`config.mk`:
```
export PLATFORM = sky130hd
export DESIGN_NAME = wtc_core
export DESIGN_NICKNAME = d
export VERILOG_FILES = /design/src/verilog/wtc_pkg.sv /design/src/verilog/wtc_tick_gen.sv /design/src/verilog/wtc_core.sv
export SDC_FILE = /design/constraint.sdc
export NUM_CORES = 1
export LEC_CHECK = 0
export ABC_AREA = 1
export BUFFER_PORTS_ARGS = -buffer_cell sky130_fd_sc_hd__buf_2
export CORE_MARGIN = 2
export CORE_UTILIZATION = 60
export CTS_CLUSTER_SIZE = 10
export DETAILED_ROUTE_END_ITERATION = 6
export GPL_TIMING_DRIVEN = 0
export PLACE_DENSITY = 0.91
export SLEW_MARGIN = 20
export SYNTH_ARGS = -nofsm -noshare
export SYNTH_HDL_FRONTEND = slang
export SYNTH_SLANG_ARGS = --single-unit
```
`constraint.sdc`:
```
create_clock -name clk -period 4.1 [get_ports clk]
set_clock_uncertainty 0.1 [all_clocks]
set_input_delay 0.82 -clock clk [delete_from_list [all_inputs] [get_ports clk]]
set_output_delay 0.82 -clock clk [all_outputs]
set_load 0.02 [all_outputs]
```
`src/verilog/wtc_pkg.sv`:
```
package wtc_pkg;

    // ------------------------------------------------------------------
    // Register map and bus widths
    // ------------------------------------------------------------------
    localparam int unsigned ADDR_W            = 8;         // Register address width.
    localparam int unsigned DATA_W            = 8;         // Register data width.
    localparam logic [7:0]  OFS_WDOG_CONTROL  = 8'h00;     // Watchdog control register.
    localparam logic [7:0]  OFS_CORE_STATUS   = 8'h01;     // Core status flags, read only.
    localparam logic [7:0]  OFS_POWER_CONTROL = 8'h02;     // Power control register.

    // ------------------------------------------------------------------
    // Field positions
    // ------------------------------------------------------------------
    localparam int unsigned CTL_SWEN_BIT      = 0;         // Soft watchdog enable bit.
    localparam int unsigned CTL_PS_LSB        = 1;         // Prescale select low bit.
    localparam int unsigned CTL_PS_MSB        = 5;         // Prescale select high bit.
    localparam int unsigned STS_TIMEOUT_BIT   = 4;         // Time-out flag, low after a time-out.
    localparam int unsigned STS_POWERDOWN_BIT = 3;         // Power-down flag, low after sleep entry.
    localparam int unsigned POWER_CONTROL_REG_WRST_BIT     = 4;         // Watchdog reset flag, low after a reset.

    // ------------------------------------------------------------------
    // Reset values
    // ------------------------------------------------------------------
    localparam logic [4:0]  PS_RESET          = 5'h0b;     // 2048 ms, nominal 2 seconds.
    localparam logic        SWEN_RESET        = 1'b0;      // Soft enable off after reset.

    // ------------------------------------------------------------------
    // Mode encodings of the configuration field
    // ------------------------------------------------------------------
    localparam logic [1:0]  MODE_OFF          = 2'h0;      // Always disabled.
    localparam logic [1:0]  MODE_SOFT         = 2'h1;      // Controlled by soft enable.
    localparam logic [1:0]  MODE_NO_SLEEP     = 2'h2;      // On except in sleep.
    localparam logic [1:0]  MODE_ALWAYS       = 2'h3;      // Always on.

    // ------------------------------------------------------------------
    // Timing
    // ------------------------------------------------------------------
    localparam int unsigned CLK_HZ            = 125_000_000; // System clock rate.
    localparam int unsigned OSC_HZ            = 31_000;      // Low frequency oscillator rate.
    localparam int unsigned TICK_MS           = 1;           // Base interval in ms.
    localparam int unsigned OSC_EDGES_PER_TICK = OSC_HZ * TICK_MS / 1000; // Oscillator edges per tick.
    localparam int unsigned EDGE_CNT_W        = 5;           // Width of the edge counter.
    localparam int unsigned MS_CNT_W          = 19;          // Millisecond counter width.
    localparam logic [4:0]  PS_MAX_CODE       = 5'h12;       // Code 18 gives 262144 ms, nominal 256 s.

    // Device state as seen by the watchdog, Gray coded along awake-sleep-waking.
    typedef enum logic [1:0] {
        ST_AWAKE  = 2'b00,
        ST_SLEEP  = 2'b01,
        ST_WAKING = 2'b11
    } wtc_state_t;

endpackage : wtc_pkg

```
`src/verilog/wtc_tick_gen.sv`:
```
module wtc_tick_gen (
    input  wire logic clk,        // System clock.
    input  wire logic rst,        // Synchronous reset, active high.
    input  wire logic oscLevel,   // Level of the low frequency oscillator.
    input  wire logic clearPhase, // Restarts the tick phase.
    output logic      tick        // One-cycle pulse per base interval.
);
    import wtc_pkg::*;

    // ------------------------------------------------------------------
    // Edge detection and division
    // ------------------------------------------------------------------
    logic                  oscPrev;   // Oscillator level one cycle ago.
    logic [EDGE_CNT_W-1:0] edgeCount; // Rising edges seen in this interval.
    logic                  oscRise;   // Rising edge of the oscillator.

    assign oscRise = oscLevel & ~oscPrev;

    // Remembers the previous oscillator level.
    always_ff @(posedge clk) begin
        if (rst) begin
            oscPrev <= 1'b0;
        end else begin
            oscPrev <= oscLevel;
        end
    end

    // Counts oscillator edges and pulses the tick once per interval.
    always_ff @(posedge clk) begin
        if (rst || clearPhase) begin
            edgeCount <= '0;
            tick      <= 1'b0;
        end else if (oscRise) begin
            if (edgeCount == EDGE_CNT_W'(OSC_EDGES_PER_TICK - 1)) begin
                edgeCount <= '0;
                tick      <= 1'b1;
            end else begin
                edgeCount <= edgeCount + 1'b1;
                tick      <= 1'b0;
            end
        end else begin
            tick <= 1'b0;
        end
    end

endmodule : wtc_tick_gen

```
`src/verilog/wtc_core.sv`:
```
// The plain strobed port and the register addresses were left to the implementer.
module wtc_core (
    input  wire logic                       clk,           // System clock, 125 MHz.
    input  wire logic                       rst,           // Synchronous reset, active high.
    input  wire logic                       oscLevel,      // Low frequency oscillator level.
    input  wire logic [1:0]                 modeCfg,       // Watchdog mode configuration field.
    input  wire logic                       sleepActive,   // Core is in sleep.
    input  wire logic                       clearInstr,    // Clear instruction executed, pulse.
    input  wire logic                       oscFail,       // Oscillator failure detected.
    input  wire logic                       oscStartupRun, // Oscillator start-up timer running.
    input  wire logic [wtc_pkg::ADDR_W-1:0] regAddr,       // Register address.
    input  wire logic [wtc_pkg::DATA_W-1:0] regWdata,      // Register write data.
    input  wire logic                       regWr,         // Register write strobe.
    input  wire logic                       regRd,         // Register read strobe.
    output logic      [wtc_pkg::DATA_W-1:0] regRdata,      // Read data, one cycle after strobe.
    output logic                            resetReq,      // Device reset request pulse.
    output logic                            wakeReq,       // Wake request pulse.
    output logic                            wdogActive     // Watchdog currently active.
);
    import wtc_pkg::*;

    // ------------------------------------------------------------------
    // Functions
    // ------------------------------------------------------------------

    // Decides whether the watchdog runs for a mode and device state.
    function automatic logic modeActive(input logic [1:0] mode, input logic swEn, input logic asleep);
        logic act;
        act = 1'b0;
        case (mode)
            MODE_ALWAYS:   act = 1'b1;
            MODE_NO_SLEEP: act = ~asleep;
            MODE_SOFT:     act = swEn;
            MODE_OFF:      act = 1'b0;
            default:       act = 1'b0;
        endcase
        return act;
    endfunction : modeActive

    // Gives the last millisecond count of a period for a prescale code.
    function automatic logic [MS_CNT_W-1:0] lastCount(input logic [4:0] code);
        logic [4:0]          sel;
        logic [MS_CNT_W-1:0] period;
        sel    = (code > PS_MAX_CODE) ? PS_MAX_CODE : code;
        period = MS_CNT_W'(1) << sel;
        return period - MS_CNT_W'(1);
    endfunction : lastCount

    // ------------------------------------------------------------------
    // Registers and state
    // ------------------------------------------------------------------
    logic                softEnable;    // Soft watchdog enable.
    logic [4:0]          prescaleSel;   // Prescale select.
    logic                timeoutFlagN;  // Low after a watchdog time-out.
    logic                powerdownFlagN;// Low after sleep entry.
    logic                wdogResetFlagN;// Low after a watchdog reset.
    logic [MS_CNT_W-1:0] msCount;       // Elapsed milliseconds.
    logic                sleepPrev;     // Sleep level one cycle ago.
    wtc_state_t          devState;      // Device state tracker.
    wtc_state_t          next_devState; // Next device state.
    logic                tick;          // Base interval pulse.
    logic                sleepEdge;     // Sleep entered or left.
    logic                sleepEnter;    // Sleep entered.
    logic                clearCount;    // Counter clear condition.
    logic                timeout;       // Time-out in this cycle.
    logic                wrCtl;         // Write to control register.
    logic                wrPcon;        // Write to power control register.

    assign sleepEdge  = sleepActive ^ sleepPrev;
    assign sleepEnter = sleepActive & ~sleepPrev;
    assign wrCtl      = regWr && (regAddr == OFS_WDOG_CONTROL);
    assign wrPcon     = regWr && (regAddr == OFS_POWER_CONTROL);

    // Watchdog is active per mode, soft enable and the sleep level.
    assign wdogActive = modeActive(modeCfg, softEnable, sleepActive);

    // Time-out on the tick that ends the selected period.
    assign timeout = wdogActive && tick && (msCount == lastCount(prescaleSel)) && !clearCount;

    // Every condition other than reset and a time-out that forces the counter to zero.
    assign clearCount = clearInstr
                      | sleepEdge
                      | oscFail | ~wdogActive | oscStartupRun
                      | (devState == ST_WAKING);

    // ------------------------------------------------------------------
    // Time base
    // ------------------------------------------------------------------
    wtc_tick_gen u_tick (
        .clk        (clk),
        .rst        (rst),
        .oscLevel   (oscLevel),
        .clearPhase (clearCount),
        .tick       (tick)
    );

    // ------------------------------------------------------------------
    // Device state tracking
    // ------------------------------------------------------------------

    // Remembers the sleep level for edge detection.
    always_ff @(posedge clk) begin
        if (rst) begin
            sleepPrev <= 1'b0;
        end else begin
            sleepPrev <= sleepActive;
        end
    end

    // Chooses the next device state from the sleep and start-up levels.
    always_comb begin
        next_devState = devState;
        case (devState)
            ST_AWAKE: begin
                if (sleepActive) begin
                    next_devState = ST_SLEEP;
                end
            end
            ST_SLEEP: begin
                if (!sleepActive) begin
                    next_devState = ST_WAKING;
                end
            end
            ST_WAKING: begin
                // Returns to sleep on the sleep level, else leaves for awake once the start-up timer no longer runs.
                if (sleepActive) begin
                    next_devState = ST_SLEEP;
                end else if (!oscStartupRun) begin
                    next_devState = ST_AWAKE;
                end
            end
            default: begin
                next_devState = ST_AWAKE;
            end
        endcase
    end

    // Holds the device state.
    always_ff @(posedge clk) begin
        if (rst) begin
            devState <= ST_AWAKE;
        end else begin
            devState <= next_devState;
        end
    end

    // ------------------------------------------------------------------
    // Millisecond counter
    // ------------------------------------------------------------------

    // Counts base intervals; any clear or a time-out restarts from zero.
    always_ff @(posedge clk) begin
        if (rst) begin
            msCount <= '0;
        end else if (clearCount || timeout) begin
            msCount <= '0;
        end else if (tick) begin
            msCount <= msCount + 1'b1;
        end
    end

    // ------------------------------------------------------------------
    // Time-out effects
    // ------------------------------------------------------------------

    // Awake time-out requests a reset, sleeping time-out requests a wake.
    always_ff @(posedge clk) begin
        if (rst) begin
            resetReq <= 1'b0;
            wakeReq  <= 1'b0;
        end else begin
            resetReq <= timeout && !sleepActive;
            wakeReq  <= timeout && sleepActive;
        end
    end

    // ------------------------------------------------------------------
    // Control register
    // ------------------------------------------------------------------

    // Software sets the prescale and the soft enable.
    always_ff @(posedge clk) begin
        if (rst) begin
            prescaleSel <= PS_RESET;
            softEnable  <= SWEN_RESET;
        end else if (wrCtl) begin
            prescaleSel <= regWdata[CTL_PS_MSB:CTL_PS_LSB];
            softEnable  <= regWdata[CTL_SWEN_BIT];
        end
    end

    // ------------------------------------------------------------------
    // Status flags
    // ------------------------------------------------------------------

    // Reset and clear instruction raise both flags, sleep lowers power-down,
    // a time-out lowers the time-out flag and wins over the others.
    always_ff @(posedge clk) begin
        if (rst) begin
            timeoutFlagN   <= 1'b1;
            powerdownFlagN <= 1'b1;
        end else begin
            if (clearInstr) begin
                timeoutFlagN   <= 1'b1;
                powerdownFlagN <= 1'b1;
            end else if (sleepEnter) begin
                timeoutFlagN   <= 1'b1;
                powerdownFlagN <= 1'b0;
            end
            if (timeout) begin
                timeoutFlagN <= 1'b0;
                if (sleepActive) begin
                    powerdownFlagN <= 1'b0;
                end
            end
        end
    end

    // Software rewrites the reset flag; a reset time-out lowers it and wins.
    always_ff @(posedge clk) begin
        if (rst) begin
            wdogResetFlagN <= 1'b1;
        end else if (timeout && !sleepActive) begin
            wdogResetFlagN <= 1'b0;
        end else if (wrPcon) begin
            wdogResetFlagN <= regWdata[POWER_CONTROL_REG_WRST_BIT];
        end
    end

    // ------------------------------------------------------------------
    // Read port
    // ------------------------------------------------------------------

    // Read data stand only in the cycle after the strobe; other bits read zero.
    always_ff @(posedge clk) begin
        if (rst || !regRd) begin
            regRdata <= '0;
        end else begin
            regRdata <= '0;
            case (regAddr)
                OFS_WDOG_CONTROL: begin
                    regRdata[CTL_PS_MSB:CTL_PS_LSB] <= prescaleSel;
                    regRdata[CTL_SWEN_BIT]          <= softEnable;
                end
                OFS_CORE_STATUS: begin
                    regRdata[STS_TIMEOUT_BIT]   <= timeoutFlagN;
                    regRdata[STS_POWERDOWN_BIT] <= powerdownFlagN;
                end
                OFS_POWER_CONTROL: begin
                    regRdata[POWER_CONTROL_REG_WRST_BIT] <= wdogResetFlagN;
                end
                default: begin
                    regRdata <= '0;
                end
            endcase
        end
    end

endmodule : wtc_core

```
==> flow_summary.yaml, run 1 <==
timing:
  finalSetupViolCount: 0
  maxSlewHeadroom: 0.541
  period_share: 0.765
  grt_setup_unrepaired: "false"
  layout_setup_ws_ns: 0.962
  max_freq_ghz: 0.319
  slew_violations: 0
  tns_ns: 0
  min_period_ns: 3.14
  worstMarginPinSlew_ns: 0.681
  holdWs_ns: 0.386
  hold_violations: 0
placed_design:
  placed_area_sq_um: 3230
  gp_congestion: 0.954
  placement.io_buffers: 33
  preCtsSetupSlack_ns: 0.988
  hpwl_um: 5350
clocking:
  cts_tree: "built"
  worstSkewPairLatency_ns: 0.31
  clock-root-buffer: "clkbuf_8"
  cts_hold_buf: 0
  numClockSinks: 46
  htreeDepth: 2
  max-clock-path-buffers: 2
  post_cts_buffers: 0
  cts_inserted_buffers: 5
  path_clk_slew_ns: 0.09
  cts_resized: 0
grt:
  grt_max_degree: 15
  grt_usage: 0.267
  overflow: 0
  antenna_found_initial: 0
  grt_pass1_wl_um: 11500
  grt_pass1_vias: 2689
critical_path:
  rr_worst_depth: 18
  cp.arrival_ns: 3.24
  worstReg2RegStart: "prescaleSel[2]"
  r2r_setup_slack_ns: 0.96
  rr_endpoint: "msCount[4]"
  critPathMaxFanout: 10
  worst_setup_path_end_kind: "flop"
  start_kind: "flop"
  crit_required_ns: 4.20
  path_class: "flop to flop"
logic_synthesis:
  synthCells: 459
  synth_area_sq_um: 2970
  yosys_warnings: 0
  ys_seq_area_frac: 0.310
  ys_ff_latch: 46
  synth_cell_types: 41
  avgSynthCellArea_sq_um: 6.48
route:
  wl_per_cell_um: 11.8
  drtIter0Drc: 264
  first_pass_iters: 5
  vias: 2941
  wirelength_um: 6720
  antenna_left: 0
  avgViaCountPerCell: 5.18
  drc: 0
finish:
  diodes: 0
  layout.nets: 532
  drive_gt1_frac: 0.178
  synthToLayoutAreaGrowth_pct: 13.3
  final_area_sq_um: 3370
  final.fill_count: 406
  fin_util: 0.709
status:
  status: "finished, final reports clean"
floorplan:
  die_w_um: 74.4
  ios: 38
  core.rowCount: 25
  initial_core_util: 0.626
  core_area_sq_um: 4750
  die_area_sq_um: 5540
  die_h_um: 74.4
hold_path:
  min_from: "softEnable"
  hp-class: "flop to flop"
  hold_path_depth: 2
  hold_path_end: "regRdata[0]"
power_and_ir_drop:
  irDropWorstVdd_v: 0.000180
  leakagePower_nw: 1.58
  power_density_nw_per_um2: 267
job:
  maxCapViolCount: 0
## final cells by class
| cell class | instances | area [sq um] | share of cell area |
|---|---|---|---|
| repair buffers | 33 | 165 | 0.0490 |
| well taps | 67 | 83.8 | 0.0249 |
| clock buffers | 6 | 82.6 | 0.0245 |
| plain buffers | 8 | 61.3 | 0.0182 |
| multi-input cells | 327 | 1700 | 0.504 |
| clock inverters | 2 | 60.1 | 0.0178 |
| inverters | 79 | 297 | 0.0880 |
| flip-flops and latches | 46 | 921 | 0.273 |
## layer usage
| metal | GRT usage | part of all wire |
|---|---|---|
| met1 | 0.326 | 0.43 |
| met2 | 0.465 | 0.49 |
| met3 | 0.0501 | 0.058 |
| met4 | 0.0992 | 0.022 |
| met5 | 0 | 0 |
## worst max-delay path by stage
| stage | to | slack [ns] | cells past startpoint | startpoint |
|---|---|---|---|---|
| final | msCount[4] | 0.96 | 18 | prescaleSel[2] |
| after global placement | msCount[11] | 1.05 | 18 | prescaleSel[2] |
| after floorplan | msCount[11] | 1.44 | 18 | prescaleSel[2] |
| after CTS | msCount[8] | 0.99 | 18 | prescaleSel[2] |
| after global routing | msCount[6] | 0.67 | 18 | prescaleSel[2] |
| after detailed placement | msCount[8] | 0.99 | 18 | prescaleSel[2] |
## synthesized netlist by cell type
cell | count | area, sq um
ha_1 | 5 | 62.6
nor2_4 | 2 | 22.5
o22ai_1 | 1 | 6.26
nand2_4 | 2 | 22.5
a41oi_1 | 1 | 8.76
nand3_1 | 44 | 220
xnor2_1 | 1 | 8.76
or2_2 | 4 | 25.0
inv_1 | 72 | 270
inv_2 | 7 | 26.3
buf_6 | 2 | 22.5
buf_2 | 1 | 5.00
nor3_1 | 10 | 50.1
nor3_2 | 1 | 10.0
nand3_2 | 1 | 10.0
nand2_1 | 102 | 383
nand4_1 | 11 | 68.8
a21oi_1 | 14 | 70.1
xor2_1 | 20 | 175
nand2_2 | 4 | 25.0
a31oi_1 | 1 | 6.26
nor3b_1 | 1 | 7.51
a311oi_1 | 1 | 8.76
nand3b_1 | 1 | 7.51
o21ai_2 | 1 | 8.76
buf_4 | 4 | 30.0
nor2_2 | 17 | 106
a221oi_1 | 1 | 8.76
conb_1 | 1 | 3.75
clkbuf_1 | 1 | 3.75
nor4_1 | 2 | 12.5
dfxtp_1 | 46 | 921
o21ai_0 | 15 | 75.1
a21boi_0 | 1 | 7.51
o211ai_1 | 3 | 22.5
o31ai_1 | 1 | 7.51
o2111ai_1 | 1 | 8.76
a211oi_1 | 1 | 7.51
nor2_1 | 53 | 199
nand4_2 | 1 | 12.5
o21ai_4 | 1 | 16.3
## kinds of logic after synthesis
| group | Yosys count | synth area share |
|---|---|---|
| xor gates and xnor gates | 21 | 0.0618 |
| and+or+nand+nor | 256 | 0.398 |
| other | 1 | 0.00126 |
| buffers and inverters | 87 | 0.120 |
| adders and majority gates | 5 | 0.0210 |
| DFF | 46 | 0.310 |
| AOI/OAI and AO/OA | 43 | 0.0884 |
## per-stage QoR
step / power (mW) / cells
3_5_place_dp: 0.500 / 560
3_3_place_gp: 0.499 / 560
4_1_cts: 0.908 / 568
6_report: 0.901 / 568
2_1_floorplan: 0.482 / 460
5_1_grt: 0.930 / 568
## worst max-delay path: stages, from the launching register on
cell and delay [ns]:
dfxtp_1 0.36, nor2_1 0.18, nand2_2 0.08, nand2_4 0.12
nand3_1 0.08, nor2_1 0.19, nand2_1 0.11, ha_1 0.32
a21oi_1 0.13, o21ai_0 0.08, nor2_1 0.09, nand3_1 0.08
nor2_1 0.10, nand3_1 0.08, nor2_1 0.16, nand4_1 0.19
o21ai_4 0.32, buf_6 0.22, nor2_2 0.04
## sequential cells by signal (all words and copies together), names as in the netlist
signal,cells
wdogResetFlagN,1
powerdownFlagN,1
devState,2
resetReq,1
softEnable,1
wakeReq,1
prescaleSel,5
sleepPrev,1
u_tick.tick,1
msCount,19
u_tick.edgeCount,5
timeoutFlagN,1
u_tick.oscPrev,1
regRdata,6
## layout by cell type, fill, tap and decap left out, types with 2 or more instances in the layout
| cell type | instances |
|---|---|
| o211ai_1 | 3 |
| nand2_2 | 4 |
| o21ai_0 | 15 |
| xor2_1 | 20 |
| a21oi_1 | 14 |
| bufinv_16 | 2 |
| nand4_1 | 11 |
| buf_2 | 34 |
| nor3_1 | 10 |
| nand2_4 | 2 |
| clkbuf_8 | 6 |
| buf_6 | 2 |
| nor2_1 | 53 |
| or2_2 | 4 |
| inv_1 | 72 |
| buf_4 | 4 |
| inv_2 | 7 |
| nand2_1 | 102 |
| nor2_2 | 17 |
| nor4_1 | 2 |
| conb_1 | 2 |
| dfxtp_1 | 46 |
| nand3_1 | 44 |
| ha_1 | 5 |
| nor2_4 | 2 |
## power by group
part / internal [mW] / switching (mW)
registers: 0.449 / 0.00139
logic: 0.0164 / 0.0235
clock network: 0.260 / 0.151
total: 0.725 / 0.175
(Power assumes the default switching activity.)
==> inputs of run 2 (changes only) <==
--- a/config.mk
+++ b/config.mk
@@ -5,14 +5,14 @@
 export SDC_FILE = /design/constraint.sdc
 export NUM_CORES = 1
 export LEC_CHECK = 0
-export ABC_AREA = 1
+export ABC_AREA = 0
 export BUFFER_PORTS_ARGS = -buffer_cell sky130_fd_sc_hd__buf_2
 export CORE_MARGIN = 2
-export CORE_UTILIZATION = 60
+export CORE_UTILIZATION = 57
 export CTS_CLUSTER_SIZE = 10
 export DETAILED_ROUTE_END_ITERATION = 6
 export GPL_TIMING_DRIVEN = 0
-export PLACE_DENSITY = 0.91
+export PLACE_DENSITY = 0.89
 export SLEW_MARGIN = 20
 export SYNTH_ARGS = -nofsm -noshare
 export SYNTH_HDL_FRONTEND = slang
==> constraint.sdc (replaced) <==
create_clock -name clk -period 3.01 [get_ports clk]
set_clock_uncertainty 0.1 [all_clocks]
set_input_delay 0.602 -clock clk [delete_from_list [all_inputs] [get_ports clk]]
set_output_delay 0.602 -clock clk [all_outputs]
set_load 0.02 [all_outputs]
==> run 2 against run 1 <==
Against the previous run:
- via count is 15% lower
- synthesized cell count is 34% lower
- sequential share of layout area up 1.1 points
- clock power down 5.4%
- global-route usage decreased by 0.64 points
- critical path depth decreased by 4
- utilization rose by 3.8 points
- maximum frequency decreased by 0.44%
- the run now ends with negative setup slack left
- worst setup slack worse by 1.1 ns
- hold slack got worse by 0.021 ns
- critical endpoint is now msCount[15]
- cell count shrank 27%
- routed wire length increased by 3.6%
==> flow_summary.yaml, run 2 <==
critical_path:
  cpMaxStageDelayCell: "or4_4"
  crit_chain: "buf_8 > buf_8 > nand3b_1 > ha_4 > buf_4 > nor2b_1 > a21oi_1 > o21ai_0 > xor2_1 > or4_4 > nor3_4 > buf_6 > buf_6 > nor3_2"
  worstReg2RegStart: "prescaleSel[4]"
  start_kind: "flop"
  rr_endpoint: "msCount[15]"
  worst_setup_path_end_kind: "flop"
  critPathBufInv: 5
  crit_path_end: "msCount[15]"
  crit_path_start: "prescaleSel[4]"
  path_class: "flop to flop"
  rr_worst_depth: 14
  cp.arrival_ns: 3.23
  cp_top_family: "simple AND/OR/NAND/NOR gates"
  r2r_setup_slack_ns: -0.14
  cp.depth: 14
  critPathMaxFanout: 5
  slowest_delay_ns: 0.58
  crit_required_ns: 3.09
grt:
  grt_max_degree: 14
  grt_usage: 0.260
  grt_pass1_vias: 2177
  grt_pass1_wl_um: 10300
  antenna_found_initial: 0
  overflow: 0
route:
  drc: 0
  wirelength_um: 6960
  wl_per_cell_um: 16.7
  drtIter0Drc: 221
  avgViaCountPerCell: 6.03
  vias: 2508
  antenna_left: 0
  first_pass_iters: 5
logic_synthesis:
  ys_async_sr_fraction: 0
  ys_ff_latch: 46
  yosysMostFrequentCell: "dfxtp_1"
  avgSynthCellArea_sq_um: 8.63
  synth_edf_count: 0
  synth_cell_types: 58
  ys.flop_type: "dfxtp_1"
  yosysTopAreaCellShare: 0.355
  synth_area_leaders: "dfxtp_1, xor2_1, xnor2_1, nor3_1, nor2_1"
  synth_top_cell_by_area: "dfxtp_1"
  ys_seq_area_frac: 0.355
  synthCells: 301
  synth_area_sq_um: 2600
  synth_common_cells: "dfxtp_1, nor2_1, nor3_1"
  yosys_warnings: 0
placed_design:
  placed_area_sq_um: 2860
  gp_congestion: 0.877
  hpwl_um: 4210
  placement.io_buffers: 33
  preCtsSetupSlack_ns: -0.445
floorplan:
  ios: 38
  core_area_sq_um: 4380
  initial_core_util: 0.592
  die_w_um: 71.5
  die_area_sq_um: 5110
  core.rowCount: 24
  die_h_um: 71.5
power_and_ir_drop:
  irDropWorstVdd_v: 0.000302
  finalPower_mw: 1.05
  power_density_nw_per_um2: 322
  leakagePower_nw: 1.27
timing:
  min_period_ns: 3.15
  period_share: 1.05
  max_freq_ghz: 0.317
  hold_violations: 0
  grt_setup_unrepaired: "true"
  maxSlewHeadroom: 0.560
  layout_setup_ws_ns: -0.142
  tns_ns: -2.38
  worstMarginPinSlew_ns: 0.653
  slew_violations: 0
  finalSetupViolCount: 22
finish:
  top_register: "msCount"
  synthToLayoutAreaGrowth_pct: 26.0
  layout.nets: 395
  final_area_sq_um: 3270
  diodes: 0
  top_regs: "msCount: 19 flops, regRdata: 6 flops"
  layout_commonest_cell: "dfxtp_1"
  final_cell_mix: "dfxtp_1, buf_2, nor2_1, xor2_1, buf_4"
  drive_gt1_frac: 0.294
  fin_util: 0.746
  largest_reg_flops: 19
job:
  maxCapViolCount: 0
clocking:
  worstSkewPairLatency_ns: 0.31
  numClockSinks: 46
  cts_tree: "built"
  max-clock-path-buffers: 2
  cts_inserted_buffers: 5
  htreeDepth: 2
  clock-root-buffer: "clkbuf_8"
  path_clk_slew_ns: 0.08
hold_path:
  hp-class: "flop to flop"
  min_from: "devState[1]"
status:
  status: "complete, but fails checks"
  violations: "negative setup slack"
-- run 2: cell types whose count changed after synthesis, moves of 13 or more --
cell and change:
nor3_1 +14, nor2_2 -17, nand3_1 -31, xnor2_1 +13, nor2_1 -21, inv_1 -63, nand2_1 -84
-- run 2: how the worst min path moves through the flow --
stage / end / cells past startpoint / slack (ns)
global placement: devState[0] / 1 / 0.34
finish: devState[0] / 1 / 0.37
detailed placement: devState[0] / 1 / 0.36
global route: devState[0] / 1 / 0.40
CTS: devState[0] / 1 / 0.37
floorplan: devState[0] / 1 / 0.33
-- run 2: where the power goes --
group          leakage, nW  total (mW)  switching [mW]  internal, mW
clock network       0.0482       0.388           0.203         0.185
registers            0.372       0.612         0.00240         0.610
logic                0.849      0.0533          0.0290        0.0243
-- run 2: what timing repair did --
| action | in CTS | in global routing |
|---|---|---|
| gates resized for setup | 13 | 28 |
| setup buffers | 8 | 14 |
| hold buffers | 0 | 0 |
| pin swaps | 7 | 21 |
| gates cloned | 0 | 1 |
| endpoints found under the setup margin | 24 | 24 |
-- run 2: cell type report --
cell class / instances / area (sq um)
multi-input cells: 227 / 1660
fillers: 300 / 1110
flip-flops and latches: 46 / 931
repair buffers: 56 / 349
plain buffers: 18 / 140
clock buffers: 7 / 86.3
well taps: 52 / 65.1
inverters: 9 / 33.8
clock inverters: 1 / 5.00
-- run 2: logic make-up (layout without fill, tap and decap cells) --
logic type | count (synthesis) | count (layout) | share of synthesized area
adders and majority gates | 5 | 5 | 0.0241
DFF | 46 | 46 | 0.355
AOI/OAI and AO/OA | 37 | 37 | 0.107
muxes | 9 | 9 | 0.0356
xor gates and xnor gates | 37 | 37 | 0.130
buffers and inverters | 29 | 91 | 0.0597
and+or+nand+nor | 137 | 137 | 0.288
other | 1 | 2 | 0.00144
-- run 2: metal layers --
metal / wire [um] / track usage
met1: 2850 / 0.327
met2: 3340 / 0.430
met3: 501 / 0.0703
met4: 265 / 0.0943
met5: 0 / 0
-- run 2: metrics by stage --
stage          hold slack, ns  std cells
4_1_cts                 0.366        403
6_report                0.365        416
3_3_place_gp            0.340        387
5_1_grt                 0.395        416
3_5_place_dp            0.356        387
2_1_floorplan           0.328        302
